$ cat config.mk
export PLATFORM = sky130hd
export DESIGN_NAME = crb_regs
export DESIGN_NICKNAME = d
export VERILOG_FILES = /design/src/inc/crb_pkg.sv /design/src/hw/crb_regs.sv
export SDC_FILE = /design/constraint.sdc
export NUM_CORES = 1
export LEC_CHECK = 0
export BUFFER_PORTS_ARGS = -buffer_cell sky130_fd_sc_hd__buf_2
export CORE_ASPECT_RATIO = 0.6
export CORE_MARGIN = 2
export CORE_UTILIZATION = 36
export DETAILED_ROUTE_END_ITERATION = 8
export PLACE_DENSITY_LB_ADDON = 0.3
export SETUP_SLACK_MARGIN = 0.05
export SLEW_MARGIN = 20
export SYNTH_ARGS = -nofsm -noshare
export SYNTH_HDL_FRONTEND = slang
export SYNTH_SLANG_ARGS = --single-unit
$ cat constraint.sdc
create_clock -name clk -period 4.3 [get_ports clk]
set_input_delay 1.29 -clock clk [delete_from_list [all_inputs] [get_ports clk]]
set_output_delay 1.29 -clock clk [all_outputs]
set_load 0.05 [all_outputs]
$ cat src/inc/crb_pkg.sv
package crb_pkg;

  // ****************************************************************
  // register offsets
  // ****************************************************************
  localparam logic [7:0] ADDR_STATUS = 8'h06;
  localparam logic [7:0] ADDR_MODE = 8'h08;
  localparam logic [7:0] ADDR_RESET_LOCK = 8'h09;
  localparam logic [7:0] ADDR_REF_PDN = 8'h0a;
  localparam logic [7:0] ADDR_REF_SETUP = 8'h0f;
  localparam logic [7:0] ADDR_LOOP_EDGE = 8'h10;
  localparam logic [7:0] ADDR_DLL_SLEW = 8'h13;
  localparam logic [7:0] ADDR_PHASE = 8'h14;
  localparam logic [7:0] ADDR_INPUT = 8'h16;
  localparam logic [7:0] ADDR_OUTPUT = 8'h1e;

  // ****************************************************************
  // values after reset
  // ****************************************************************
  localparam logic [7:0] RST_MODE = 8'h00;
  localparam logic [7:0] RST_RESET_LOCK = 8'h08;
  localparam logic [7:0] RST_REF_PDN = 8'h05;
  localparam logic [7:0] RST_REF_SETUP = 8'h00;
  localparam logic [7:0] RST_LOOP_EDGE = 8'h04;
  localparam logic [7:0] RST_DLL_SLEW = 8'h00;
  localparam logic [7:0] RST_PHASE = 8'h00;
  localparam logic [7:0] RST_INPUT = 8'h20;
  localparam logic [7:0] RST_OUTPUT = 8'h08;

  // ****************************************************************
  // field positions
  // ****************************************************************
  localparam int BIT_SOFT_RESET = 7;
  localparam int BIT_FREQ_SEARCH = 6;
  localparam int BIT_BYPASS = 5;
  localparam int BIT_STATIC_LOSS = 4;
  localparam int BIT_LOSS_CLEAR = 2;
  localparam int BIT_REF_PDN = 2;
  localparam int BIT_LOSS_SRC = 6;
  localparam int BIT_LIVE_LOSS = 4;
  localparam int BIT_STICKY_LOSS = 2;
  localparam int BIT_TERM_FLOAT = 7;
  localparam int BIT_AUTO_EQ = 4;
  localparam int BIT_SQUELCH = 5;
  localparam int BIT_DATA_OFF = 4;
  localparam int BIT_DDR_OFF = 2;
  localparam int BIT_POLARITY = 1;

  // ****************************************************************
  // encodings
  // ****************************************************************
  localparam logic [2:0] MODE_LOCK_DATA = 3'h0;
  localparam logic [2:0] MODE_LOCK_REF = 3'h2;
  localparam logic [1:0] EDGE_RISE_ONLY = 2'h1;
  localparam logic [1:0] EDGE_FALL_ONLY = 2'h2;
  localparam logic [3:0] RATIO_CODE_MAX = 4'ha;

  // settings handed to the recovery loops
  typedef struct packed {
    logic       bypass;
    logic       lock_to_data;
    logic       lock_to_ref;
    logic       loss_vs_data;
    logic [1:0] ref_band;
    logic [3:0] ratio_code;
    logic [10:0] ratio_x2;
    logic       edge_rise_en;
    logic       edge_fall_en;
    logic [2:0] bw_scale;
    logic [1:0] dll_slew;
    logic [3:0] phase_offset;
  } crb_loop_cfg_t;

  // settings handed to the analog front end and output stage
  typedef struct packed {
    logic       ref_clk_en;
    logic       term_float;
    logic [1:0] input_sel;
    logic       auto_eq;
    logic [3:0] eq_gain;
    logic       data_out_en;
    logic       ddr_clk_en;
    logic       invert;
  } crb_fe_cfg_t;

endpackage

$ cat src/hw/crb_regs.sv
`timescale 1ns/100ps
`default_nettype none

// What this block does
// - writing one then zero to reset bit pulses a device reset that keeps the held read data
// - writing one then zero to search bit starts a new frequency search
// - reference clock input is enabled while its power-down bit is zero
// - lock source bit picks reference clock or incoming data for lock check
// - two-bit band field selects one of four reference frequency bands
// - ratio codes up to ten give data-to-reference ratio two to the (code minus one)
// - edge field picks both, rising only or falling only transitions
// - transfer bandwidth equals default times field over four, default four
// - low two bits of slew register set delay loop bandwidth
// - signed phase offset in 1/32 UI applies only above 5.65 Gbps
// - termination common mode floats when top input bit set
// - input bit four picks adaptive or manual equalization
// - low four input bits set manual equalizer gain
// - output bit four turns recovered data output off
// - output bit two turns the double rate clock off
// - output bit one inverts output data polarity
// - in static mode one then zero on clear bit clears sticky loss flag
// - live loss bit reads zero locked, one during frequency acquisition
// - mode code 000 locks to data, 010 to reference, others reserved
module crb_regs (
  input wire logic clk,
  input wire logic rst_n,
  input wire logic wr_en,
  input wire logic rd_en,
  input wire logic [7:0] addr,
  input wire logic [7:0] wr_data,
  output logic [7:0] rd_data,
  input wire logic acq_active,
  input wire logic rate_above_phase_min,
  input wire logic rec_data_in,
  output logic rec_data_out,
  output logic soft_reset_pulse,
  output logic freq_search_pulse,
  output crb_pkg::crb_loop_cfg_t loop_cfg,
  output crb_pkg::crb_fe_cfg_t fe_cfg
);

  // ****************************************************************
  // storage and write decode
  // ****************************************************************
  logic [7:0] mode_q;
  logic [7:0] reset_lock_q;
  logic [7:0] ref_pdn_q;
  logic [7:0] ref_setup_q;
  logic [7:0] loop_edge_q;
  logic [7:0] dll_slew_q;
  logic [7:0] phase_q;
  logic [7:0] input_q;
  logic [7:0] output_q;
  logic sticky_loss_q;
  logic soft_reset_q;
  logic freq_search_q;
  logic rec_data_q;
  logic [7:0] rd_data_q;
  logic [7:0] rd_data_d;
  logic clr_all;
  logic wr_mode;
  logic wr_reset_lock;
  logic loss_clear_fall;
  logic soft_reset_fall;
  logic freq_search_fall;

  // a software reset takes one cycle to return every register but the read data to default
  assign clr_all = !rst_n || soft_reset_q;
  assign wr_mode = wr_en && (addr == crb_pkg::ADDR_MODE);
  assign wr_reset_lock = wr_en && (addr == crb_pkg::ADDR_RESET_LOCK);

  // one-then-zero detection: a stored one overwritten by a zero
  assign soft_reset_fall = wr_reset_lock &&
    reset_lock_q[crb_pkg::BIT_SOFT_RESET] &&
    !wr_data[crb_pkg::BIT_SOFT_RESET];
  assign freq_search_fall = wr_reset_lock &&
    reset_lock_q[crb_pkg::BIT_FREQ_SEARCH] &&
    !wr_data[crb_pkg::BIT_FREQ_SEARCH];
  assign loss_clear_fall = wr_mode &&
    mode_q[crb_pkg::BIT_LOSS_CLEAR] &&
    !wr_data[crb_pkg::BIT_LOSS_CLEAR];

  // ****************************************************************
  // control registers
  // ****************************************************************

  // whole bytes are kept so reserved bits read back as written
  always_ff @(posedge clk) begin
    if (clr_all) begin
      mode_q <= crb_pkg::RST_MODE;
      reset_lock_q <= crb_pkg::RST_RESET_LOCK;
      ref_pdn_q <= crb_pkg::RST_REF_PDN;
      ref_setup_q <= crb_pkg::RST_REF_SETUP;
      loop_edge_q <= crb_pkg::RST_LOOP_EDGE;
      dll_slew_q <= crb_pkg::RST_DLL_SLEW;
      phase_q <= crb_pkg::RST_PHASE;
      input_q <= crb_pkg::RST_INPUT;
      output_q <= crb_pkg::RST_OUTPUT;
    end else if (wr_en) begin
      case (addr)
        crb_pkg::ADDR_MODE: mode_q <= wr_data;
        crb_pkg::ADDR_RESET_LOCK: reset_lock_q <= wr_data;
        crb_pkg::ADDR_REF_PDN: ref_pdn_q <= wr_data;
        crb_pkg::ADDR_REF_SETUP: ref_setup_q <= wr_data;
        crb_pkg::ADDR_LOOP_EDGE: loop_edge_q <= wr_data;
        crb_pkg::ADDR_DLL_SLEW: dll_slew_q <= wr_data;
        crb_pkg::ADDR_PHASE: phase_q <= wr_data;
        crb_pkg::ADDR_INPUT: input_q <= wr_data;
        crb_pkg::ADDR_OUTPUT: output_q <= wr_data;
        default: ;
      endcase
    end
  end

  // ****************************************************************
  // action pulses
  // ****************************************************************

  // soft reset pulse is reset only by the pin reset, not by the soft reset it drives
  always_ff @(posedge clk) begin
    if (!rst_n) begin
      soft_reset_q <= 1'b0;
    end else begin
      soft_reset_q <= soft_reset_fall;
    end
  end

  // frequency search start pulse
  always_ff @(posedge clk) begin
    if (clr_all) begin
      freq_search_q <= 1'b0;
    end else begin
      freq_search_q <= freq_search_fall;
    end
  end

  assign soft_reset_pulse = soft_reset_q;
  assign freq_search_pulse = freq_search_q;

  // ****************************************************************
  // lock loss status
  // ****************************************************************

  // sticky flag: a new acquisition in the clearing cycle wins
  always_ff @(posedge clk) begin
    if (clr_all) begin
      sticky_loss_q <= 1'b0;
    end else if (acq_active) begin
      sticky_loss_q <= 1'b1;
    end else if (loss_clear_fall &&
                 reset_lock_q[crb_pkg::BIT_STATIC_LOSS]) begin
      sticky_loss_q <= 1'b0;
    end
  end

  // ****************************************************************
  // read path
  // ****************************************************************

  // unmapped addresses read as zero
  always_comb begin
    rd_data_d = 8'h00;
    case (addr)
      crb_pkg::ADDR_STATUS: begin
        rd_data_d[crb_pkg::BIT_LIVE_LOSS] = acq_active;
        rd_data_d[crb_pkg::BIT_STICKY_LOSS] = sticky_loss_q;
      end
      crb_pkg::ADDR_MODE: rd_data_d = mode_q;
      crb_pkg::ADDR_RESET_LOCK: rd_data_d = reset_lock_q;
      crb_pkg::ADDR_REF_PDN: rd_data_d = ref_pdn_q;
      crb_pkg::ADDR_REF_SETUP: rd_data_d = ref_setup_q;
      crb_pkg::ADDR_LOOP_EDGE: rd_data_d = loop_edge_q;
      crb_pkg::ADDR_DLL_SLEW: rd_data_d = dll_slew_q;
      crb_pkg::ADDR_PHASE: rd_data_d = phase_q;
      crb_pkg::ADDR_INPUT: rd_data_d = input_q;
      crb_pkg::ADDR_OUTPUT: rd_data_d = output_q;
      default: rd_data_d = 8'h00;
    endcase
  end

  // read data held until the next read
  always_ff @(posedge clk) begin
    if (!rst_n) begin
      rd_data_q <= 8'h00;
    end else if (rd_en) begin
      rd_data_q <= rd_data_d;
    end
  end

  assign rd_data = rd_data_q;

  // ****************************************************************
  // loop settings
  // ****************************************************************

  // field decode toward the recovery loops
  always_comb begin
    loop_cfg.bypass = reset_lock_q[crb_pkg::BIT_BYPASS];
    loop_cfg.lock_to_data =
      (mode_q[6:4] == crb_pkg::MODE_LOCK_DATA);
    loop_cfg.lock_to_ref =
      (mode_q[6:4] == crb_pkg::MODE_LOCK_REF);
    loop_cfg.loss_vs_data = ref_setup_q[crb_pkg::BIT_LOSS_SRC];
    loop_cfg.ref_band = ref_setup_q[5:4];
    loop_cfg.ratio_code = ref_setup_q[3:0];
    // twice the ratio, so that code zero (one half) stays whole
    if (ref_setup_q[3:0] <= crb_pkg::RATIO_CODE_MAX) begin
      loop_cfg.ratio_x2 = 11'h001 << ref_setup_q[3:0];
    end else begin
      loop_cfg.ratio_x2 = 11'h000;
    end
    loop_cfg.edge_rise_en =
      (loop_edge_q[4:3] != crb_pkg::EDGE_FALL_ONLY);
    loop_cfg.edge_fall_en =
      (loop_edge_q[4:3] != crb_pkg::EDGE_RISE_ONLY);
    loop_cfg.bw_scale = loop_edge_q[2:0];
    loop_cfg.dll_slew = dll_slew_q[1:0];
    // offset forced to zero below the rate threshold
    loop_cfg.phase_offset =
      rate_above_phase_min ? phase_q[3:0] : 4'h0;
  end

  // ****************************************************************
  // front end and output settings
  // ****************************************************************

  always_comb begin
    fe_cfg.ref_clk_en = !ref_pdn_q[crb_pkg::BIT_REF_PDN];
    fe_cfg.term_float = input_q[crb_pkg::BIT_TERM_FLOAT];
    fe_cfg.input_sel = input_q[6:5];
    fe_cfg.auto_eq = input_q[crb_pkg::BIT_AUTO_EQ];
    // manual gain drives the equalizer only without adaptation
    fe_cfg.eq_gain =
      input_q[crb_pkg::BIT_AUTO_EQ] ? 4'h0 : input_q[3:0];
    fe_cfg.data_out_en = !output_q[crb_pkg::BIT_DATA_OFF];
    fe_cfg.ddr_clk_en = !output_q[crb_pkg::BIT_DDR_OFF];
    fe_cfg.invert = output_q[crb_pkg::BIT_POLARITY];
  end

  // retimed output data: disable and squelch hold it low
  always_ff @(posedge clk) begin
    if (clr_all) begin
      rec_data_q <= 1'b0;
    end else if (output_q[crb_pkg::BIT_DATA_OFF] ||
                 output_q[crb_pkg::BIT_SQUELCH]) begin
      rec_data_q <= 1'b0;
    end else begin
      rec_data_q <= rec_data_in ^ output_q[crb_pkg::BIT_POLARITY];
    end
  end

  assign rec_data_out = rec_data_q;
endmodule

`default_nettype wire

# Word-level counts from Yosys, hierarchy flattened
# Cells that the tools add are included.
# totals
regBits	84
inputBits	23
output_inout_bits	55
word_cells	70
# classes
magnitude_cmp	1
n_eq_ne	13
shift	1
muxes	10
bitwise_logic	1
n_reduce_logical	30
# ops
operator	n
8-bit by 5-bit == test with 1-bit output (second input constant)	5
8-bit by 4-bit == test with 1-bit output (second input constant)	4
3-bit one-hot mux with 9 select lines	1
1-bit one-hot mux with 10 select lines	2
2-bit one-hot mux with 9 select lines	1
2-bit AND reduction	9
11-bit two-way mux	1
1-bit by 4-bit left shift with 11-bit output (first input constant)	1
1-bit logical AND	9
1-bit one-hot mux with 9 select lines	1
8-bit by 3-bit == test with 1-bit output (second input constant)	1
4-bit two-way mux	2
1-bit zero test	7
4-bit <= comparator (second input constant)	1
3-bit by 2-bit == test with 1-bit output (second input constant)	1
3-bit zero test	1
1-bit logical OR	2
1-bit two-way mux	2
2-bit by 1-bit != test with 1-bit output (second input constant)	1
2-bit != test (second input constant)	1
2-bit nonzero test	1
2-bit OR reduction	1
1-bit bitwise XOR	1

# Longest topological paths before layout
# Gate-level depths: netlist of run 1.
# logic_depth
word_depth	7
ltp_mapped	8
depth_no_buf	5

# Least setup slack after synthesis of run 1
# OpenSTA, ideal clock, no wires.
# synth_path
kind	flip-flop to output port
start	register ref_setup_q[0]
end	output loop_cfg[11] (netlist name)
t_arrival_ns	1.918
required_ns	3.010
slack_ns	1.092
stages_incl_launch_ff	2
n_path_buf	0
cell_sequence	dfxtp_1 nor4_1
# synth_lines
item	line_no	source
start, declared	crb_regs.sv:48	logic [7:0] ref_setup_q;
start signal, assigned	crb_regs.sv:93	ref_setup_q <= crb_pkg::RST_REF_SETUP;
start signal, assigned	crb_regs.sv:104	crb_pkg::ADDR_REF_SETUP: ref_setup_q <= wr_data;
end, declared	crb_regs.sv:38	output crb_pkg::crb_loop_cfg_t loop_cfg,

# Worst setup path in the final report of run 1
# layout_path
start	input addr[7]
end	register sticky_loss_q
# layout_via
elab_chain_len	6
# layout_rtl
item	line_no	source
start, declared	crb_regs.sv:29	input wire logic [7:0] addr,
8-bit by 4-bit == test with 1-bit output	crb_regs.sv:69	assign wr_mode = wr_en && (addr == crb_pkg::ADDR_MODE);
1-bit logical AND	crb_regs.sv:69	
1-bit logical AND	crb_regs.sv:79	assign loss_clear_fall = wr_mode &&
1-bit logical AND	crb_regs.sv:80	mode_q[crb_pkg::BIT_LOSS_CLEAR] &&
1-bit logical AND	crb_regs.sv:150	end else if (loss_clear_fall &&
2-bit nonzero test (no source line)	-	
end signal, assigned	crb_regs.sv:147	sticky_loss_q <= 1'b0;
end signal, assigned	crb_regs.sv:149	sticky_loss_q <= 1'b1;
end signal, assigned	crb_regs.sv:152	sticky_loss_q <= 1'b0;
end, declared	crb_regs.sv:54	logic sticky_loss_q;
# Every way passes these cells.
# A chain may end at the register's enable or synchronous reset.

==> impl_metrics.csv, run 1 <==
group,metric,value,unit
yosys,synth_cell_type_count,62,
sta,max_slew_margin,46.4,%
die,die_area,0.0130,mm2
final_layout,n_antenna_cell,0,
yosys,synth_seq_cells,84,
clock_network,cts_tree,"built",
critical_path,cp_top_family,"simple AND/OR/NAND/NOR gates",
run,drv_cap,0,
global_routing,grt_first_pass_wirelength,21.3,mm
route,wl_per_cell,19.9,um
sta,hold_viol_final,0,
critical_path,cp_slowest_cell,"or3_1",
sta,fmax,325,MHz
yosys,yosysWarnings,0,
sta,tns,0,ns
clock_network,clk_latency,0.35,ns
global_routing,overflow,0,
worst_hold_path,worst_hold_path_type,"flop to flop",
clock_network,cts_num_sinks,84,
placement,post-dp-hpwl,10.3,mm
clock_network,cts_resized,0,
power,vdd_ir_drop_max,0.180,mV
yosys,synth_top_area_share,38.6,%
route,antenna_left,0,
power,power.density,327,mW/mm2
critical_path,critPathCaptureType,"flop",
yosys,syn_area,0.00435,mm2
sta,period_share,71.6,%
critical_path,cp_max_fo,10,
critical_path,ff2ff_path_depth,3,
final_layout,area_delta_synth_final,13.7,%
yosys,yosysTopAreaCell,"dfxtp_1",
yosys,synth_nets,529,
yosys,synthArstFlopShare,0,%
power,p_leak,0.00226,uW
sta,fin_skew,0.00640,ns
critical_path,worstPathArrival,3.30,ns
yosys,synth-edff-count,0,
outcome,outcome,"completed",
die,start_util,36.4,%
route,dr.pass1.iters,5,
critical_path,slowest_delay,0.65,ns
die,die_w,146,um
power,power,1620,uW
clock_network,post_cts_buffers,0,
sta,tightestPinTransition,0.803,ns
clock_network,postCtsHoldBufs,0,
route,vias_per_cell,5.57,
clock_network,h-tree-depth,3,
critical_path,worstPathCellList,"buf_2, or3_1, nor3_4, nand3_1, o31ai_1, a21oi_1",
global_routing,grt_use_total,21.8,%
worst_hold_path,hold_path_depth,2,
sta,holdWs,0.460,ns
final_layout,fin_cells,711,
yosys,synth_cells,506,
route,drtIter0Drc,348,
sta,drv_slew,0,
critical_path,worstSetupStartpointType,"input port",
sta,period_minus_slack,3.08,ns
placement,port_buffers,77,
yosys,ys.flop_type,"dfxtp_1",
route,drc,0,
placement,place_inst,695,
clock_network,cts_root_buf,"clkbuf_16",
clock_network,clk_pin_slew_worst_paths,0.06,ns
yosys,ys_top_cells_by_area,"dfxtp_1 (39%), mux2i_1 (12%), nor2_1 (4.9%)",
critical_path,cp.depth,6,
clock_network,numCtsBuffers,9,
route,routed_wl,14.2,mm
final_layout,final_layout_size_suffix_gt1_share,22.7,%
route,dr_total_vias,3961,
placement,gp_congestion,0.922,
critical_path,path_buf_inv,1,
die,coreArea,0.0119,mm2
clock_network,clockBufferDepth,2,
yosys,synth_seq_area_share,38.6,%
critical_path,critPathKind,"input port to flop",
yosys,syn_avg_cell_area,8.61,um2
sta,rsz0062_at_grt,"no",
die,num_io_pins,78,
final_layout,nets,564,
die,chipHeight,89.2,um
final_layout,fillers,1231,
critical_path,required,4.52,ns
global_routing,antenna_found_initial,0,
global_routing,grt_pass1_vias,3605,
die,row_count,31,
sta,setup_viol,0,
global_routing,grt_max_degree,39,
## registers in the layout, summed over array words and instances (netlist names)
| signal | flops |
|---|---|
| dll_slew_q | 8 |
| freq_search_pulse | 1 |
| input_q | 8 |
| loop_edge_q | 8 |
| mode_q | 8 |
| output_q | 8 |
| phase_q | 8 |
| rd_data | 8 |
| rec_data_out | 1 |
| ref_pdn_q | 8 |
| ref_setup_q | 8 |
| reset_lock_q | 8 |
| soft_reset_pulse | 1 |
| sticky_loss_q | 1 |
## stage by stage
stage | cell area, um2 | util, % | setup slack (ns)
after floorplan | 4350 | - | 1.09
after detailed placement | 4680 | 39.2 | 0.870
after global placement | 4680 | 39.2 | 0.949
after global routing | 4950 | 41.5 | 1.12
after CTS | 4950 | 41.5 | 1.25
final | 4950 | 41.5 | 1.22
## final timing paths
| kind | start | endpoint | slack, ns |
|---|---|---|---|
| worst min register to register | output_q[7]$_SDFFE_PP0P_ | output_q[7]$_SDFFE_PP0P_ | 0.46 |
| worst min-delay path | output_q[7]$_SDFFE_PP0P_ | output_q[7]$_SDFFE_PP0P_ | 0.46 |
| worst max-delay path | addr[7] | sticky_loss_q$_SDFFE_PP0P_ | 1.22 |
| worst max register to register | soft_reset_pulse$_SDFF_PN0_ | phase_q[3]$_SDFFE_PP0P_ | 2.59 |
## metal layers
layer	global-route usage, %	vias to the layer above	part of all wire (%)
li1	-	1835	-
met5	2.50	-	0.32
met3	6.43	17	11
met1	32.0	1894	48
met4	5.38	2	1.2
met2	31.0	213	39
## worst register-to-register path: stages, from the launching register on
cell	delay (ns)
dfxtp_1	0.35
nand2b_2	0.65
buf_4	0.47
nor2_1	0.12
## final cells by class
class	count	area [um2]	share of cell area (%)
clock inverters	4	25.0	0.505
repair buffers	84	438	8.84
inverters	6	22.5	0.455
flip-flops and latches	84	1680	34.0
clock buffers	12	246	4.98
multi-input cells	356	2330	47.1
well taps	165	206	4.17
## cells by family (layout without fill, tap and decap cells)
family,count (synthesis),after routing,synth area share [%]
simple gates,212,212,25.9
compound gates,84,84,13.5
mux,59,59,13.7
xor+xnor,1,1,0.201
flops,84,84,38.6
buf+inv,66,106,7.99
## cells in the mapped netlist (3+ instances only)
library cell and number:
a22oi_1 13, a2bb2oi_1 3, nor2_1 57, nand4_2 3
a31oi_1 4, and2_1 6, a221oi_1 3, mux2i_1 53
nor3_1 8, nand3_1 30, nor3b_1 3, buf_2 14
buf_4 20, dfxtp_1 84, nor4_1 3, nand2_1 50
nor2b_1 15, a22o_1 4, clkbuf_1 23, o21ai_0 5
inv_1 6, and3_1 5, mux2_2 6, a21oi_1 28
a32oi_1 3, nand2b_1 10
## cells in the final DEF (no fill, tap or decap), drive strengths merged, types with 3 or more instances in the layout
master and n:
a21oi 29, a221oi 3, a22o 4, a22oi 13
a2bb2oi 3, a31oi 4, a32oi 3, and2 6
and3 5, buf 84, clkbuf 12, dfxtp 84
inv 6, mux2 6, mux2i 53, nand2 51
nand2b 10, nand3 31, nand4 4, nor2 57
nor2b 15, nor3 10, nor3b 4, nor4 5
nor4b 3, o21ai 5
## report_power, final
group / internal (uW) / switching, uW
Combinational: 29.1 / 92.2
Clock: 405 / 312
Sequential: 780 / 1.55
Total: 1210 / 406
Note: power is estimated with default switching activity, not from simulation.
==> run 2: changes to the inputs <==
Clock period 4.3 ns to 3.1 ns, I/O delays scaled along.
==> impl_metrics.csv, run 2 (synthesized netlist as in run 1, its figures left out) <==
group,metric,value,unit
outcome,outcome,"completed",
clock_network,cts_root_buf,"clkbuf_16",
route,routed_wl,14.4,mm
critical_path,required,3.39,ns
sta,setup_viol,0,
sta,holdWs,0.456,ns
critical_path,cp_max_fo,15,
die,die_w,146,um
die,coreArea,0.0119,mm2
power,vdd_ir_drop_max,0.301,mV
power,power,2340,uW
route,wl_per_cell,20.2,um
sta,fin_skew,0.00600,ns
sta,drv_slew,0,
placement,post-dp-hpwl,10.3,mm
power,power.density,464,mW/mm2
clock_network,numCtsBuffers,9,
sta,tns,0,ns
global_routing,grt_first_pass_wirelength,21.8,mm
global_routing,grt_use_total,22.6,%
final_layout,final_cell_mix,"dfxtp_1 (84), buf_2 (77), nor2_1 (57), mux2i_1 (53), nand2_1 (50)",
global_routing,grt_max_degree,41,
worst_hold_path,worst_hold_path_type,"flop to flop",
die,chipHeight,89.2,um
die,start_util,36.4,%
critical_path,critPathCaptureType,"flop",
clock_network,post_cts_buffers,0,
route,drtIter0Drc,338,
clock_network,cts_tree,"built",
critical_path,critPathKind,"input port to flop",
die,num_io_pins,78,
sta,fmax,389,MHz
die,row_count,31,
final_layout,nets,570,
global_routing,antenna_found_initial,0,
final_layout,area_delta_synth_final,15.5,%
clock_network,cts_num_sinks,84,
final_layout,mostFrequentLayoutCell,"dfxtp_1",
sta,tightestPinTransition,0.876,ns
clock_network,cts_resized,0,
route,antenna_left,0,
sta,hold_viol_final,0,
placement,port_buffers,77,
sta,period_share,83.0,%
route,dr.pass1.iters,5,
global_routing,grt_pass1_vias,3610,
placement,gp_congestion,0.920,
critical_path,worstPathArrival,2.87,ns
global_routing,overflow,0,
final_layout,final_layout_size_suffix_gt1_share,23.5,%
die,die_area,0.0130,mm2
sta,rsz0062_at_grt,"no",
sta,period_minus_slack,2.57,ns
final_layout,fillers,1247,
route,drc,0,
clock_network,postCtsHoldBufs,0,
critical_path,worstSetupStartpointType,"input port",
clock_network,clockBufferDepth,2,
clock_network,clk_latency,0.35,ns
route,dr_total_vias,3983,
route,vias_per_cell,5.57,
power,p_leak,0.00231,uW
run,drv_cap,0,
clock_network,clk_pin_slew_worst_paths,0.06,ns
final_layout,n_antenna_cell,0,
sta,max_slew_margin,41.6,%
clock_network,h-tree-depth,3,
==> run 2: cell count changes in the layout (fill, tap and decap cells not counted) <==
cell and change:
clkinvlp_4 -2, bufinv_16 +1, clkbuf_8 +1, clkinv_2 -1, buf_4 +5, clkbuf_1 -1, buf_12 +1
==> run 2: through the flow <==
step | util [%] | cells | setup WS (ns) | cell area [um2]
final | 42.1 | 715 | 0.527 | 5030
after global routing | 42.1 | 715 | 0.433 | 5030
after CTS | 42.1 | 715 | 0.602 | 5030
after detailed placement | 39.7 | 701 | 0.259 | 4740
after global placement | 39.7 | 701 | 0.233 | 4740
after floorplan | - | 506 | 0.252 | 4350
==> run 2: layout make-up <==
cell class / instances / area (um2) / share of cell area (%)
multi-input combinational: 356 / 2330 / 46.4
sequential: 84 / 1680 / 33.4
inverter: 6 / 22.5 / 0.448
tap: 165 / 206 / 4.10
clock buffer: 12 / 256 / 5.10
clock inverter: 2 / 35.0 / 0.697
timing repair buffer: 90 / 495 / 9.85
==> run 2: worst paths after layout <==
| check | end | depth (start not counted) | slack (ns) | startpoint |
|---|---|---|---|---|
| worst max-delay path | rd_data[6]$_SDFFE_PN0P_ | 6 | 0.53 | addr[4] |
| worst max register to register | input_q[4]$_SDFFE_PP0P_ | 3 | 1.54 | soft_reset_pulse$_SDFF_PN0_ |
| worst min register to register | output_q[7]$_SDFFE_PP0P_ | 2 | 0.46 | output_q[7]$_SDFFE_PP0P_ |
| worst min-delay path | output_q[7]$_SDFFE_PP0P_ | 2 | 0.46 | output_q[7]$_SDFFE_PP0P_ |
==> run 2: where the power goes <==
group	internal [uW]	switching (uW)	leakage [uW]	total, uW
sequential	1080	2.06	0.000677	1080
clock	658	420	0.000145	1080
combinational	43.6	129	0.00149	173
total	1780	551	0.00231	2340
==> run 2: layer usage <==
layer / routed length, um / up-vias / global-route usage [%]
met2: 5540 / 169 / 31.1
met5: 0 / - / 0
li1: - / 1849 / -
met1: 7560 / 1945 / 34.7
met3: 1100 / 20 / 5.26
met4: 216 / 0 / 6.00
==> run 2: worst max-delay path, cell delays in order <==
cell     delay, ns
buf_2         0.29
nor4b_4       0.54
nor3b_4       0.53
a22oi_1       0.27
nand3_1       0.16
a22o_1        0.13
